### config.mk
export PLATFORM = sky130hd
export DESIGN_NAME = dual_counter_timer_ctrl
export DESIGN_NICKNAME = d
export VERILOG_FILES = /design/src/logic/dual_counter_timer_ctrl.v
export VERILOG_INCLUDE_DIRS = /design/src /design/src/logic
export SDC_FILE = /design/constraint.sdc
export NUM_CORES = 1
export LEC_CHECK = 0
export ABC_AREA = 1
export ABC_CLOCK_PERIOD_IN_PS = 1850
export BUFFER_PORTS_ARGS = -buffer_cell sky130_fd_sc_hd__buf_2
export CORE_MARGIN = 5
export CORE_UTILIZATION = 50
export CTS_CLUSTER_SIZE = 40
export DETAILED_ROUTE_END_ITERATION = 10
export PLACE_DENSITY = 0.75
export SETUP_SLACK_MARGIN = 0.5
export SLEW_MARGIN = 5
export SYNTH_ARGS = -nofsm -noshare
export SYNTH_HDL_FRONTEND = slang
export SYNTH_SLANG_ARGS = --single-unit
### constraint.sdc
create_clock -name aclk -period 1.85 [get_ports aclk]
set_input_delay 0.37 -clock aclk [delete_from_list [all_inputs] [get_ports aclk]]
set_output_delay 0.37 -clock aclk [all_outputs]
set_load 0.01 [all_outputs]
### src/logic/timer01_consts.vh
`ifndef TIMER01_CONSTS_VH
`define TIMER01_CONSTS_VH

// Register indices as printed; byte address is four times the index.
`define IDX_CTRL_STATUS 8'h88
`define IDX_MODE_CFG    8'h89
`define IDX_T0_LOW      8'h8a
`define IDX_T1_LOW      8'h8b
`define IDX_T0_HIGH     8'h8c
`define IDX_T1_HIGH     8'h8d
`define IDX_CLK_SEL     8'h8f
// Own registers for the outside-of-table bits (polarities and timer 2/3 selects, then vector acks).
`define IDX_AUX_CFG     8'h90
`define IDX_VECTOR_ACK  8'h91

// Control/status field positions.
`define B_T1_OVF   7
`define B_T1_RUN   6
`define B_T0_OVF   5
`define B_T0_RUN   4
`define B_E1_FLAG  3
`define B_E1_TYPE  2
`define B_E0_FLAG  1
`define B_E0_TYPE  0
// Mode config field positions.
`define B_T1_GATE  7
`define B_T1_CNT   6
`define B_T0_GATE  3
`define B_T0_CNT   2
// Clock select field positions.
`define B_T3_HI    7
`define B_T3_LO    6
`define B_T2_HI    5
`define B_T2_LO    4
`define B_T1_SYS   3
`define B_T0_SYS   2
// Aux config field positions.
`define B_E0_POL   0
`define B_E1_POL   1
`define B_T2_XCLK  2
`define B_T3_XCLK  3
`define B_T2_SPLIT 4
`define B_T3_SPLIT 5

`define RESET_BYTE 8'h00
// Prescale divisors; the external divide-by-eight is given as its last count, 7.
`define DIV_SYS12  6'd12
`define DIV_SYS4   6'd4
`define DIV_SYS48  6'd48
`define DIV_EXT8   3'd7

`endif

### src/logic/dual_counter_timer_ctrl.v
// Operation
// - Timer one overflow sets its flag; cleared by write or on vectoring.
// - Timer zero overflow sets its flag; cleared by write or on vectoring.
// - Run bits enable timers when 1, disable when 0.
// - External one flag set by edge or level; edge clears on vectoring.
// - External zero flag behaves like external one flag.
// - Type select: 0 level triggered, 1 edge triggered.
// - Timer one gate makes counting also need active external one input.
// - Timer zero gate makes counting also need active external zero input.
// - Timer one counts selected clock, or falling edges of its event pin.
// - Timer zero counts selected clock, or falling edges of its event pin.
// - Timer one modes: 13-bit, 16-bit, 8-bit reload, inactive.
// - Timer zero modes: 13-bit, 16-bit, 8-bit reload, two 8-bit.
// - Timer one picks prescaled or system clock unless counting events.
// - Timer zero picks prescaled or system clock unless counting events.
// - Prescale: sysclk/12, sysclk/4, sysclk/48, or external clock/8.
// - External clock divided by eight is synchronized before use.
// - Timer three high byte clock select applies only in split mode.
// - Timer three low clock select picks external source or system clock.
// - Timer two high byte clock select applies only in split mode.
// - Timer two low clock select picks external source or system clock.
// - Byte pairs form 16-bit counts; all registers reset to zero.
// - 13-bit mode uses high byte and five low bits; overflow sets flag.
// - 8-bit reload mode counts low byte, reloads from unchanged high byte.
// - In two-8-bit mode timer zero high byte owns timer one run and flag.
//
// Our own choice: the AXI4-Lite register port.
`timescale 1ns/10ps
`include "timer01_consts.vh"
module dual_counter_timer_ctrl (
	input  wire        aclk,
	input  wire        aresetn,
	input  wire [31:0] s_axi_awaddr,
	input  wire        s_axi_awvalid,
	output reg         s_axi_awready,
	input  wire [31:0] s_axi_wdata,
	input  wire [3:0]  s_axi_wstrb,
	input  wire        s_axi_wvalid,
	output reg         s_axi_wready,
	output reg  [1:0]  s_axi_bresp,
	output reg         s_axi_bvalid,
	input  wire        s_axi_bready,
	input  wire [31:0] s_axi_araddr,
	input  wire        s_axi_arvalid,
	output reg         s_axi_arready,
	output reg  [31:0] s_axi_rdata,
	output reg  [1:0]  s_axi_rresp,
	output reg         s_axi_rvalid,
	input  wire        s_axi_rready,
	input  wire        ext_irq_zero_n,
	input  wire        ext_irq_one_n,
	input  wire        timer_zero_event_pin,
	input  wire        timer_one_event_pin,
	input  wire        ext_clock,
	input  wire        vector_timer_zero,
	input  wire        vector_timer_one,
	input  wire        vector_ext_zero,
	input  wire        vector_ext_one,
	output reg         timer_two_low_tick,
	output reg         timer_two_high_tick,
	output reg         timer_three_low_tick,
	output reg         timer_three_high_tick,
	output reg         timer_one_overflow_pulse
);

	reg  [7:0]  ctrl_q;
	reg  [7:0]  mode_q;
	reg  [7:0]  clksel_q;
	reg  [7:0]  aux_q;
	reg  [7:0]  t0_lo_q;
	reg  [7:0]  t0_hi_q;
	reg  [7:0]  t1_lo_q;
	reg  [7:0]  t1_hi_q;
	reg  [2:0]  s_e0_q;
	reg  [2:0]  s_e1_q;
	reg  [2:0]  s_p0_q;
	reg  [2:0]  s_p1_q;
	reg  [2:0]  s_xc_q;
	reg         e0_lvl_q;
	reg         e1_lvl_q;
	reg         p0_lvl_q;
	reg         p1_lvl_q;
	reg         xc_lvl_q;
	reg         p0_prev_q;
	reg         p1_prev_q;
	reg         xc_prev_q;
	reg         e0_act_prev_q;
	reg         e1_act_prev_q;
	reg  [5:0]  div12_q;
	reg  [5:0]  div4_q;
	reg  [5:0]  div48_q;
	reg  [2:0]  div8x_q;
	reg         aw_hold_q;
	reg         w_hold_q;
	reg  [31:0] awaddr_q;
	reg  [31:0] wdata_q;
	reg  [3:0]  wstrb_q;

	//////////////////////////////////////////////////////////////////////////////
	// Helper functions.

	// Wrap counter used by each system-clock divider.
	function [5:0] wrap_inc;
		input [5:0] cnt;
		input [5:0] div;
		begin
			if (cnt == div - 6'd1)
				wrap_inc = 6'd0;
			else
				wrap_inc = cnt + 6'd1;
		end
	endfunction

	// Byte register index from an AXI byte address; upper bits must be zero.
	function [8:0] reg_index;
		input [31:0] addr;
		begin
			if (addr[31:10] == 22'd0 && addr[1:0] == 2'b00)
				reg_index = {1'b1, addr[9:2]};
			else
				reg_index = 9'd0;
		end
	endfunction

	//////////////////////////////////////////////////////////////////////////////
	// Input synchronizers; a change counts once stages two and three agree.

	always @(posedge aclk) begin
		if (!aresetn) begin
			s_e0_q   <= 3'b111;
			s_e1_q   <= 3'b111;
			s_p0_q   <= 3'b111;
			s_p1_q   <= 3'b111;
			s_xc_q   <= 3'b000;
			e0_lvl_q <= 1'b1;
			e1_lvl_q <= 1'b1;
			p0_lvl_q <= 1'b1;
			p1_lvl_q <= 1'b1;
			xc_lvl_q <= 1'b0;
		end else begin
			s_e0_q <= {s_e0_q[1:0], ext_irq_zero_n};
			s_e1_q <= {s_e1_q[1:0], ext_irq_one_n};
			s_p0_q <= {s_p0_q[1:0], timer_zero_event_pin};
			s_p1_q <= {s_p1_q[1:0], timer_one_event_pin};
			s_xc_q <= {s_xc_q[1:0], ext_clock};
			if (s_e0_q[1] == s_e0_q[2]) e0_lvl_q <= s_e0_q[2];
			if (s_e1_q[1] == s_e1_q[2]) e1_lvl_q <= s_e1_q[2];
			if (s_p0_q[1] == s_p0_q[2]) p0_lvl_q <= s_p0_q[2];
			if (s_p1_q[1] == s_p1_q[2]) p1_lvl_q <= s_p1_q[2];
			if (s_xc_q[1] == s_xc_q[2]) xc_lvl_q <= s_xc_q[2];
		end
	end

	// Polarity: polarity bit 0 means the input is active low.
	wire e0_active = aux_q[`B_E0_POL] ? e0_lvl_q : ~e0_lvl_q;
	wire e1_active = aux_q[`B_E1_POL] ? e1_lvl_q : ~e1_lvl_q;

	wire p0_fall = p0_prev_q & ~p0_lvl_q;
	wire p1_fall = p1_prev_q & ~p1_lvl_q;
	wire xc_rise = ~xc_prev_q & xc_lvl_q;
	wire e0_edge = e0_active & ~e0_act_prev_q;
	wire e1_edge = e1_active & ~e1_act_prev_q;

	//////////////////////////////////////////////////////////////////////////////
	// Prescaler: every divided clock is a one-cycle enable on aclk.

	always @(posedge aclk) begin
		if (!aresetn) begin
			div12_q       <= 6'd0;
			div4_q        <= 6'd0;
			div48_q       <= 6'd0;
			div8x_q       <= 3'd0;
			p0_prev_q     <= 1'b1;
			p1_prev_q     <= 1'b1;
			xc_prev_q     <= 1'b0;
			e0_act_prev_q <= 1'b0;
			e1_act_prev_q <= 1'b0;
		end else begin
			div12_q       <= wrap_inc(div12_q, `DIV_SYS12);
			div4_q        <= wrap_inc(div4_q, `DIV_SYS4);
			div48_q       <= wrap_inc(div48_q, `DIV_SYS48);
			if (xc_rise)
				div8x_q <= div8x_q + 3'd1;
			p0_prev_q     <= p0_lvl_q;
			p1_prev_q     <= p1_lvl_q;
			xc_prev_q     <= xc_lvl_q;
			e0_act_prev_q <= e0_active;
			e1_act_prev_q <= e1_active;
		end
	end

	wire tick12 = (div12_q == `DIV_SYS12 - 6'd1);
	wire tick4  = (div4_q == `DIV_SYS4 - 6'd1);
	wire tick48 = (div48_q == `DIV_SYS48 - 6'd1);
	// The external divide-by-eight tick is taken on the wrap of the synced count.
	wire tick8x = xc_rise & (div8x_q == `DIV_EXT8);

	reg presc_tick;
	always @* begin
		case (clksel_q[1:0])
			2'b00:   presc_tick = tick12;
			2'b01:   presc_tick = tick4;
			2'b10:   presc_tick = tick48;
			default: presc_tick = tick8x;
		endcase
	end

	//////////////////////////////////////////////////////////////////////////////
	// Count enables for timers zero and one.

	wire t0_split = (mode_q[1:0] == 2'b11);
	wire t0_clk_tick = clksel_q[`B_T0_SYS] ? 1'b1 : presc_tick;
	wire t1_clk_tick = clksel_q[`B_T1_SYS] ? 1'b1 : presc_tick;
	wire t0_src = mode_q[`B_T0_CNT] ? p0_fall : t0_clk_tick;
	// timer or event counting; split mode forbids external events for timer one
	wire t1_src = (mode_q[`B_T1_CNT] && !t0_split) ? p1_fall : t1_clk_tick;
	// run and gate for timer zero
	wire t0_en = ctrl_q[`B_T0_RUN] & (~mode_q[`B_T0_GATE] | e0_active);
	// gate for timer one; in split mode run control is through its mode
	wire t1_en = t0_split ? 1'b1 : (ctrl_q[`B_T1_RUN] & (~mode_q[`B_T1_GATE] | e1_active));
	wire t0_inc = t0_en & t0_src;
	// mode three leaves timer one still
	wire t1_inc = t1_en & t1_src & (mode_q[5:4] != 2'b11);
	// high byte of split timer zero runs from timer one run bit
	wire t0h_inc = t0_split & ctrl_q[`B_T1_RUN] & t0_clk_tick;

	// Next count and overflow for one timer in modes 0..2 (and split low byte).
	function [16:0] step;
		input [1:0] mode;
		input [7:0] lo;
		input [7:0] hi;
		reg   [16:0] sum;
		begin
			sum = 17'd0;
			case (mode)
				2'b00: begin
					sum = {4'd0, hi, lo[4:0]} + 17'd1;
					step = {sum[13], sum[12:5], lo[7:5], sum[4:0]};
				end
				2'b01: begin
					sum = {1'b0, hi, lo} + 17'd1;
					step = sum;
				end
				2'b10: begin
					if (lo == 8'hff)
						step = {1'b1, hi, hi};
					else
						step = {1'b0, hi, lo + 8'd1};
				end
				default: begin
					sum = {9'd0, lo} + 17'd1;
					step = {sum[8], hi, sum[7:0]};
				end
			endcase
		end
	endfunction

	wire [16:0] t0_next = step(mode_q[1:0], t0_lo_q, t0_hi_q);
	wire [16:0] t1_next = step(mode_q[5:4], t1_lo_q, t1_hi_q);
	wire        t0_ovf  = t0_inc & t0_next[16];
	wire        t0h_ovf = t0h_inc & (t0_hi_q == 8'hff);
	wire        t1_ovf  = t1_inc & t1_next[16];

	//////////////////////////////////////////////////////////////////////////////
	// AXI4-Lite write path.

	// Commit only from the hold registers, so each write lands once with its response.
	wire [31:0] wa     = awaddr_q;
	wire [31:0] wd     = wdata_q;
	wire [3:0]  ws     = wstrb_q;
	wire        do_wr  = aw_hold_q & w_hold_q & ~s_axi_bvalid;
	wire [8:0]  widx   = reg_index(wa);
	wire        wr_any = do_wr & widx[8] & ws[0];
	wire        wr_ctl = wr_any & (widx[7:0] == `IDX_CTRL_STATUS);
	wire        wr_vec = wr_any & (widx[7:0] == `IDX_VECTOR_ACK);
	wire [7:0]  wb     = wd[7:0];

	// Vector acknowledges from pins or the acknowledge register.
	wire ack_t0 = vector_timer_zero | (wr_vec & wb[0]);
	wire ack_t1 = vector_timer_one | (wr_vec & wb[1]);
	wire ack_e0 = vector_ext_zero | (wr_vec & wb[2]);
	wire ack_e1 = vector_ext_one | (wr_vec & wb[3]);

	// Flags: set beats clear in the same cycle.
	reg [7:0] ctrl_d;
	always @* begin
		ctrl_d = ctrl_q;
		if (wr_ctl)
			ctrl_d = wb;
		if (ack_t0) ctrl_d[`B_T0_OVF] = 1'b0;
		if (t0_ovf) ctrl_d[`B_T0_OVF] = 1'b1;
		// timer one flag, owned by split high byte
		if (ack_t1) ctrl_d[`B_T1_OVF] = 1'b0;
		if (t0_split ? t0h_ovf : t1_ovf) ctrl_d[`B_T1_OVF] = 1'b1;
		if (ack_e1 && ctrl_q[`B_E1_TYPE]) ctrl_d[`B_E1_FLAG] = 1'b0;
		if (ctrl_q[`B_E1_TYPE] ? e1_edge : e1_active) ctrl_d[`B_E1_FLAG] = 1'b1;
		if (ack_e0 && ctrl_q[`B_E0_TYPE]) ctrl_d[`B_E0_FLAG] = 1'b0;
		if (ctrl_q[`B_E0_TYPE] ? e0_edge : e0_active) ctrl_d[`B_E0_FLAG] = 1'b1;
	end

	// registers and counts, reset to zero
	always @(posedge aclk) begin
		if (!aresetn) begin
			ctrl_q   <= `RESET_BYTE;
			mode_q   <= `RESET_BYTE;
			clksel_q <= `RESET_BYTE;
			aux_q    <= `RESET_BYTE;
			t0_lo_q  <= `RESET_BYTE;
			t0_hi_q  <= `RESET_BYTE;
			t1_lo_q  <= `RESET_BYTE;
			t1_hi_q  <= `RESET_BYTE;
		end else begin
			ctrl_q <= ctrl_d;
			if (wr_any && widx[7:0] == `IDX_MODE_CFG) mode_q <= wb;
			if (wr_any && widx[7:0] == `IDX_CLK_SEL) clksel_q <= wb;
			if (wr_any && widx[7:0] == `IDX_AUX_CFG) aux_q <= {2'b00, wb[5:0]};
			// timer zero count per mode; software write wins
			if (wr_any && widx[7:0] == `IDX_T0_LOW)
				t0_lo_q <= wb;
			else if (t0_inc)
				t0_lo_q <= t0_next[7:0];
			if (wr_any && widx[7:0] == `IDX_T0_HIGH)
				t0_hi_q <= wb;
			else if (t0_split ? t0h_inc : t0_inc)
				t0_hi_q <= t0_split ? t0_hi_q + 8'd1 : t0_next[15:8];
			if (wr_any && widx[7:0] == `IDX_T1_LOW)
				t1_lo_q <= wb;
			else if (t1_inc)
				t1_lo_q <= t1_next[7:0];
			if (wr_any && widx[7:0] == `IDX_T1_HIGH)
				t1_hi_q <= wb;
			else if (t1_inc)
				t1_hi_q <= t1_next[15:8];
		end
	end

	// Write handshake: address and data taken in either order, then one response.
	always @(posedge aclk) begin
		if (!aresetn) begin
			aw_hold_q     <= 1'b0;
			w_hold_q      <= 1'b0;
			awaddr_q      <= 32'h0;
			wdata_q       <= 32'h0;
			wstrb_q       <= 4'h0;
			s_axi_awready <= 1'b0;
			s_axi_wready  <= 1'b0;
			s_axi_bvalid  <= 1'b0;
			s_axi_bresp   <= 2'b00;
		end else begin
			s_axi_awready <= ~aw_hold_q & ~s_axi_awready & s_axi_awvalid & ~do_wr;
			s_axi_wready  <= ~w_hold_q & ~s_axi_wready & s_axi_wvalid & ~do_wr;
			if (s_axi_awvalid && s_axi_awready) begin
				aw_hold_q <= 1'b1;
				awaddr_q  <= s_axi_awaddr;
			end
			if (s_axi_wvalid && s_axi_wready) begin
				w_hold_q <= 1'b1;
				wdata_q  <= s_axi_wdata;
				wstrb_q  <= s_axi_wstrb;
			end
			if (aw_hold_q && w_hold_q && !s_axi_bvalid) begin
				aw_hold_q    <= 1'b0;
				w_hold_q     <= 1'b0;
				s_axi_bvalid <= 1'b1;
				s_axi_bresp  <= widx[8] ? 2'b00 : 2'b10;
			end else if (s_axi_bvalid && s_axi_bready) begin
				s_axi_bvalid <= 1'b0;
			end
		end
	end

	//////////////////////////////////////////////////////////////////////////////
	// AXI4-Lite read path; unmapped reads return zero with SLVERR.

	wire [8:0] ridx = reg_index(s_axi_araddr);
	reg  [7:0] rbyte;
	reg        rhit;
	always @* begin
		rhit = ridx[8];
		case (ridx[7:0])
			`IDX_CTRL_STATUS: rbyte = ctrl_q;
			`IDX_MODE_CFG:    rbyte = mode_q;
			`IDX_T0_LOW:      rbyte = t0_lo_q;
			`IDX_T1_LOW:      rbyte = t1_lo_q;
			`IDX_T0_HIGH:     rbyte = t0_hi_q;
			`IDX_T1_HIGH:     rbyte = t1_hi_q;
			`IDX_CLK_SEL:     rbyte = clksel_q;
			`IDX_AUX_CFG:     rbyte = aux_q;
			`IDX_VECTOR_ACK:  rbyte = 8'h00;
			default: begin
				rbyte = 8'h00;
				rhit  = 1'b0;
			end
		endcase
	end

	// Reads are taken only when no answer is pending, so rdata stays put.
	always @(posedge aclk) begin
		if (!aresetn) begin
			s_axi_arready <= 1'b0;
			s_axi_rvalid  <= 1'b0;
			s_axi_rdata   <= 32'h0;
			s_axi_rresp   <= 2'b00;
		end else begin
			s_axi_arready <= s_axi_arvalid & ~s_axi_arready & ~s_axi_rvalid;
			if (s_axi_arvalid && s_axi_arready) begin
				s_axi_rvalid <= 1'b1;
				s_axi_rdata  <= {24'h0, rbyte};
				s_axi_rresp  <= rhit ? 2'b00 : 2'b10;
			end else if (s_axi_rvalid && s_axi_rready) begin
				s_axi_rvalid <= 1'b0;
			end
		end
	end

	//////////////////////////////////////////////////////////////////////////////
	// Timer two/three clock enables for the datapaths outside this block.

	always @(posedge aclk) begin
		if (!aresetn) begin
			timer_two_low_tick       <= 1'b0;
			timer_two_high_tick      <= 1'b0;
			timer_three_low_tick     <= 1'b0;
			timer_three_high_tick    <= 1'b0;
			timer_one_overflow_pulse <= 1'b0;
		end else begin
			timer_two_low_tick <= clksel_q[`B_T2_LO] |
				(aux_q[`B_T2_XCLK] ? tick8x : tick12);
			// timer two high clock select in split only
			timer_two_high_tick <= (clksel_q[`B_T2_HI] & aux_q[`B_T2_SPLIT]) |
				(aux_q[`B_T2_XCLK] ? tick8x : tick12);
			timer_three_low_tick <= clksel_q[`B_T3_LO] |
				(aux_q[`B_T3_XCLK] ? tick8x : tick12);
			// timer three high clock select in split only
			timer_three_high_tick <= (clksel_q[`B_T3_HI] & aux_q[`B_T3_SPLIT]) |
				(aux_q[`B_T3_XCLK] ? tick8x : tick12);
			// Timer one still overflows for baud use even when its flag is taken.
			timer_one_overflow_pulse <= t1_ovf;
		end
	end

endmodule // dual_counter_timer_ctrl

# Word level (Yosys, flattened, before mapping)
# Index checks and enable logic that the tools add are counted.
[op_classes]
addsub = 13
n_eq_ne = 42
n_mux = 46
bitwise_logic = 64
reduce_logical = 49
[op_table]
columns = ["cell", "count"]
rows = [
  ["$eq A8 B8 Y1 const B", 21],
  ["$pmux W17 S3", 2],
  ["$mux W8", 10],
  ["$pmux W8 S8", 1],
  ["$logic_not A22 Y1", 2],
  ["$and A1 B1 Y1", 36],
  ["$add A16 B1 Y17 const B", 2],
  ["$mux W17", 2],
  ["$add A13 B1 Y14 const B", 2],
  ["$mux W1", 26],
  ["$add A8 B1 Y8 const B", 3],
  ["$logic_and A1 B1 Y1", 19],
  ["$add A6 B1 Y6 const B", 3],
  ["$add A8 B1 Y9 const B", 2],
  ["$mux W9", 2],
  ["$not A1 Y1", 18],
  ["$reduce_bool A3 Y1", 5],
  ["$reduce_bool A2 Y1", 6],
  ["$logic_not A2 Y1", 5],
  ["$or A1 B1 Y1", 10],
  ["$reduce_or A9 Y1", 1],
  ["$eq A2 B2 Y1 const B", 4],
  ["$ne A2 B2 Y1 const B", 4],
  ["$reduce_or A2 Y1", 4],
  ["other kinds (14)", 24],
]
[word_totals]
register_bits = 173
in_bits = 116
out_inout_bits = 46
wordCells = 265

# Longest topological paths before layout
[depth]
word_depth = 11
mapped_depth = 16
mapped_depth_nobuf = 16

# Least setup slack after synthesis
# OpenSTA, ideal clock, no wires.
[synth_timing]
path_kind = "register to register"
startpoint = "register t0_lo_q[0]"
endpoint = "register t0_lo_q[0]"
setup_time_ns = 0.110
arrival_time_ns = 1.659
required_time_ns = 1.740
path_slack_ns = 0.081
path_stages_with_launch = 12
path_buffers = 0
cell_sequence = "dfxtp_1 ha_1 nand2_1 nor2_4 nand3_1 inv_1 nand3_1 o21ai_0 nand3b_1 o211ai_1 nand2_1 inv_1"
[synth_via]
elab_chain_cells = 5
[synth_rtl]
columns = ["item", "line", "text"]
rows = [
  ["start, declared", "dual_counter_timer_ctrl.v:70", "reg [7:0] t0_lo_q;"],
  ["start signal, assigned", "dual_counter_timer_ctrl.v:308", "t0_lo_q <= `RESET_BYTE;"],
  ["start signal, assigned", "dual_counter_timer_ctrl.v:319", "t0_lo_q <= wb;"],
  ["start signal, assigned", "dual_counter_timer_ctrl.v:321", "t0_lo_q <= t0_next[7:0];"],
  ["$add A8 B1 Y8 / $eq A8 B8 Y1 (equally long branches)", "dual_counter_timer_ctrl.v:248, dual_counter_timer_ctrl.v:245", ""],
  ["$mux W17", "dual_counter_timer_ctrl.v:245", "if (lo == 8'hff)"],
  ["$pmux W17 S3 (*)", "dual_counter_timer_ctrl.v:235", "case (mode)"],
  ["$mux W8 (*)", "dual_counter_timer_ctrl.v:320", "else if (t0_inc)"],
  ["$mux W8 (*)", "dual_counter_timer_ctrl.v:318", "if (wr_any && widx[7:0] == `IDX_T0_LOW)"],
]
# Mark *: on every way between the ends. The rest lies on a longest branch, timed or not. The select of a mux whose other input is x is not followed.
# A chain may end at the register's enable or synchronous reset.

# Worst setup path in the final report
[layout_timing]
startpoint = "register awaddr_q[14]"
endpoint = "register ctrl_q[7]"
[layout_via]
elab_chain_cells = 10
[layout_rtl]
columns = ["item", "line", "text"]
rows = [
  ["start, declared", "dual_counter_timer_ctrl.v:95", "reg [31:0] awaddr_q;"],
  ["start signal, assigned", "dual_counter_timer_ctrl.v:354", "awaddr_q <= s_axi_awaddr;"],
  ["$logic_not A22 Y1 (*)", "dual_counter_timer_ctrl.v:118", "if (addr[31:10] == 22'd0 && addr[1:0] == 2'b00)"],
  ["$logic_and A1 B1 Y1 (*)", "dual_counter_timer_ctrl.v:118", ""],
  ["$mux W9 (*)", "dual_counter_timer_ctrl.v:118", ""],
  ["$and A1 B1 Y1 (2 in a row)", "dual_counter_timer_ctrl.v:273", "wire wr_any = do_wr & widx[8] & ws[0];"],
  ["$and A1 B1 Y1", "dual_counter_timer_ctrl.v:275", "wire wr_vec = wr_any & (widx[7:0] == `IDX_VECTOR_ACK);"],
  ["$and A1 B1 Y1", "dual_counter_timer_ctrl.v:280", "wire ack_t1 = vector_timer_one | (wr_vec & wb[1]);"],
  ["$or A1 B1 Y1", "dual_counter_timer_ctrl.v:280", ""],
  ["$mux W1", "dual_counter_timer_ctrl.v:293", "if (ack_t1) ctrl_d[`B_T1_OVF] = 1'b0;"],
  ["$mux W1", "dual_counter_timer_ctrl.v:294", "if (t0_split ? t0h_ovf : t1_ovf) ctrl_d[`B_T1_OVF] = 1'b1;"],
  ["end signal, assigned", "dual_counter_timer_ctrl.v:304", "ctrl_q <= `RESET_BYTE;"],
  ["end signal, assigned", "dual_counter_timer_ctrl.v:313", "ctrl_q <= ctrl_d;"],
  ["end, declared", "dual_counter_timer_ctrl.v:66", "reg [7:0] ctrl_q;"],
]
# Mark *: on every way between the ends. The rest lies on a longest branch, timed or not.

==> run_results.csv <==
group,metric,value,unit
synth,yosysSeqAreaShare,0.370,
timing,timing.fmax,491,MHz
outcome,status,"finished with violations",
timing,setup_ws,-187,ps
power,pwr-share-seq,0.476,
drt,met2WireLength,14500,um
synth,yosysTopAreaCell,"dfxtp_1",
place,dpl_cell_area,11200,sq um
global_routing,grt_first_pass_wirelength,47900,um
timing,worst_pin_slew,550,ps
die,rows,49,
place,place.gp.congestion,0.969,
die,dieHeight,146,um
place,numPortBuffers,108,
place,placed_cells,1800,
drt,dr.pass1.iters,5,
drt,wl_met1,13000,um
clock_tree,htree_levels,4,
global_routing,grt_start_max_net_pins,63,
synth,syn_area,9250,sq um
power,p_total,8.03,mW
die,die_w,146,um
setup_path,worstPathRequired,2220,ps
outcome,violations,"setup timing",
drt,drtIter0Drc,930,
drt,final_antenna_net_count,0,
timing,hold_violations,0,
layout,postLayoutCoreUtil,0.702,
drt,wl,31400,um
synth,async_flop_share,0,
clock_tree,ctsHoldBuffers,0,
die,io_pins,162,
drt,vias,10256,
timing,finalCritPeriodShare,1.10,
setup_path,critPathMaxFanout,6,
clock_tree,insertion_delay,440,ps
layout,diodes,0,
timing,setup_violations,62,
power,ir_drop,0.857,mV
synth,yosys_warnings,0,
layout,final_cells,1861,
clock_tree,clock_path_buffers,2,
timing,maxSlewViolCount,0,
setup_path,worstSetupEndpointType,"flop",
setup_path,critPathArrivalTime,2410,ps
setup_path,critical_path_class,"flop to flop",
power,p_switching,2.10,mW
global_routing,grt_antenna_before_repair,0,
global_routing,grt_pass1_vias,9374,
drt,post-route-drc-count,0,
synth,yosysTopAreaCellShare,0.370,
synth,synth_area_per_cell,6.71,sq um
layout,largest_register_ffs,32,
layout,regMostFlops,"awaddr_q",
global_routing,track_usage,0.277,
clock_tree,cts_root_buf,"clkbuf_16",
setup_path,start_kind,"flop",
synth,synth_edf_count,0,
layout,drive_gt1_frac,0.317,
timing,rsz0062_at_grt,"true",
global_routing,overflow,0,
power,combPwrFrac,0.079,
synth,synth.distinct_cells,52,
timing,slew_headroom,0.633,
clock_tree,numCtsBuffers,17,
synth,synthCells,1379,
place,post-place-ws,-140,ps
layout,fillers,1398,
synth,ys_seq_elements,171,
power,power_density,633,nW/um^2
power,p_leak,5.75,nW
synth,synth_ff_type,"dfxtp_1",
power,intPower,5.93,mW
clock_tree,clkSlewWorstSetupHoldPaths,70,ps
timing,hold_ws,113,ps
power,sw_frac_of_total,0.262,
job,maxCapViolations,0,
timing,clock_skew,9.14,ps
layout,fin_nets,1744,
clock_tree,cts_tree,"built",
layout,fin_area,12700,sq um
timing,tns,-4860,ps
die,coreArea,18100,sq um
place,dpl.hpwl,21100,um
die,die_area,21300,sq um
layout,areaGrowthSynthToFinish,37.3,%
drt,wl_per_cell,16.9,um
timing,period_minus_slack,2040,ps
min_path,worstHoldPathType,"input pin to flop",
drt,dr.max_layer_used,"met4",
synth,synth_area_leaders,"dfxtp_1 37%, nand2_1 9.8%, nand3_1 8.4%",
die,start_util,0.511,
clock_tree,clock-sinks,171,
drt,wl_met3,2620,um
power,clock_power_share,0.445,
drt,avgViaCountPerCell,5.51,
## path summary, 6_finish.rpt
kind                    end  slack, ps            from  depth (start not counted)
hold reg to reg   s_e0_q[1]        410       s_e0_q[0]                          1
hold / removal    s_e0_q[0]        110  ext_irq_zero_n                          2
setup / recovery  ctrl_q[7]       -190    awaddr_q[14]                         14
setup reg to reg  ctrl_q[7]       -190    awaddr_q[14]                         14
## power groups by stage
stage	Combinational, mW	Clock [mW]	Sequential (mW)
6_report	0.633	3.57	3.83
5_1_grt	0.694	3.75	3.83
4_1_cts	0.603	3.60	3.82
3_5_place_dp	0.566	0	3.90
3_3_place_gp	0.551	0	3.90
2_1_floorplan	0.354	0	3.90
## metal layers
layer	vias up	GRT usage
met4	0	0.110
met1	4693	0.365
met3	97	0.0626
met2	486	0.444
li1	4980	-
met5	-	0
## cell usage after synthesis (3+ instances only)
master	n
nand2_1	241
nor2_1	206
dfxtp_1	171
nand3_1	156
o21ai_0	144
inv_1	137
a21oi_1	79
clkbuf_1	28
buf_4	26
nor2_2	18
nand4_1	15
or2_2	14
nor3_1	12
xor2_1	12
buf_2	11
o21ai_1	10
o211ai_1	9
ha_1	8
inv_2	8
nand2_2	6
nor2_4	6
o211a_1	6
nand3_2	5
nor3_2	4
o21bai_1	4
o31ai_1	4
xnor2_1	4
buf_6	3
nand2_4	3
o211ai_2	3
## cells by family (layout without fill, tap and decap cells)
family | after synthesis | after routing | share of synthesized area
xor gates and xnor gates | 16 | 16 | 0.0152
other | 1 | 26 | 0.000405
buffers and inverters | 217 | 443 | 0.103
AOI/OAI and AO/OA | 268 | 268 | 0.159
and+or+nand+nor | 698 | 700 | 0.342
DFF | 171 | 171 | 0.370
adders and majority gates | 8 | 8 | 0.0108
## layout by cell type, fill, tap and decap left out, drive strengths merged, types with 2 or more instances in the layout
cell,synthesis,final
a21oi,80,80
buf,41,264
clkbuf,29,17
clkinv,2,9
conb,1,26
dfxtp,171,171
ha,8,8
inv,145,152
nand2,250,251
nand3,163,164
nand3b,2,2
nand4,16,16
nor2,231,231
nor3,16,16
nor3b,2,2
nor4,2,2
o211a,6,6
o211ai,12,12
o21ai,154,154
o21bai,4,4
o31ai,4,4
or2,15,15
xnor2,4,4
xor2,12,12
## worst max-delay path, stage by stage (launching register included)
cell and delay, ps:
dfxtp_2 330, nor2_2 90, nand3_1 80, nor2_2 160, nand3_4 170, nor2_4 150
nand2_4 140, nor2_4 180, buf_6 160, nand2_8 80, nand2_2 70, nand2_1 60
nor2_1 110, nor2_1 60, nor2_1 110
## layout make-up
class,count,area (sq um),share of cell area
timing repair buffer,264,2010,0.159
clock buffer,17,425,0.0335
multi-input combinational,1018,5780,0.455
timing repair inverter,1,8.76,0.000690
sequential,171,3440,0.271
inverter,147,582,0.0458
clock inverter,14,159,0.0125
tap,229,287,0.0226
## repair_timing
action / CTS / global route
pin swaps: 57 / 41
buffers inserted: 13 / 7
gates cloned: 10 / 0
setup endpoints to repair: 80 / 92
gates resized for setup: 119 / 80
Note: power is estimated with default switching activity, not from simulation.
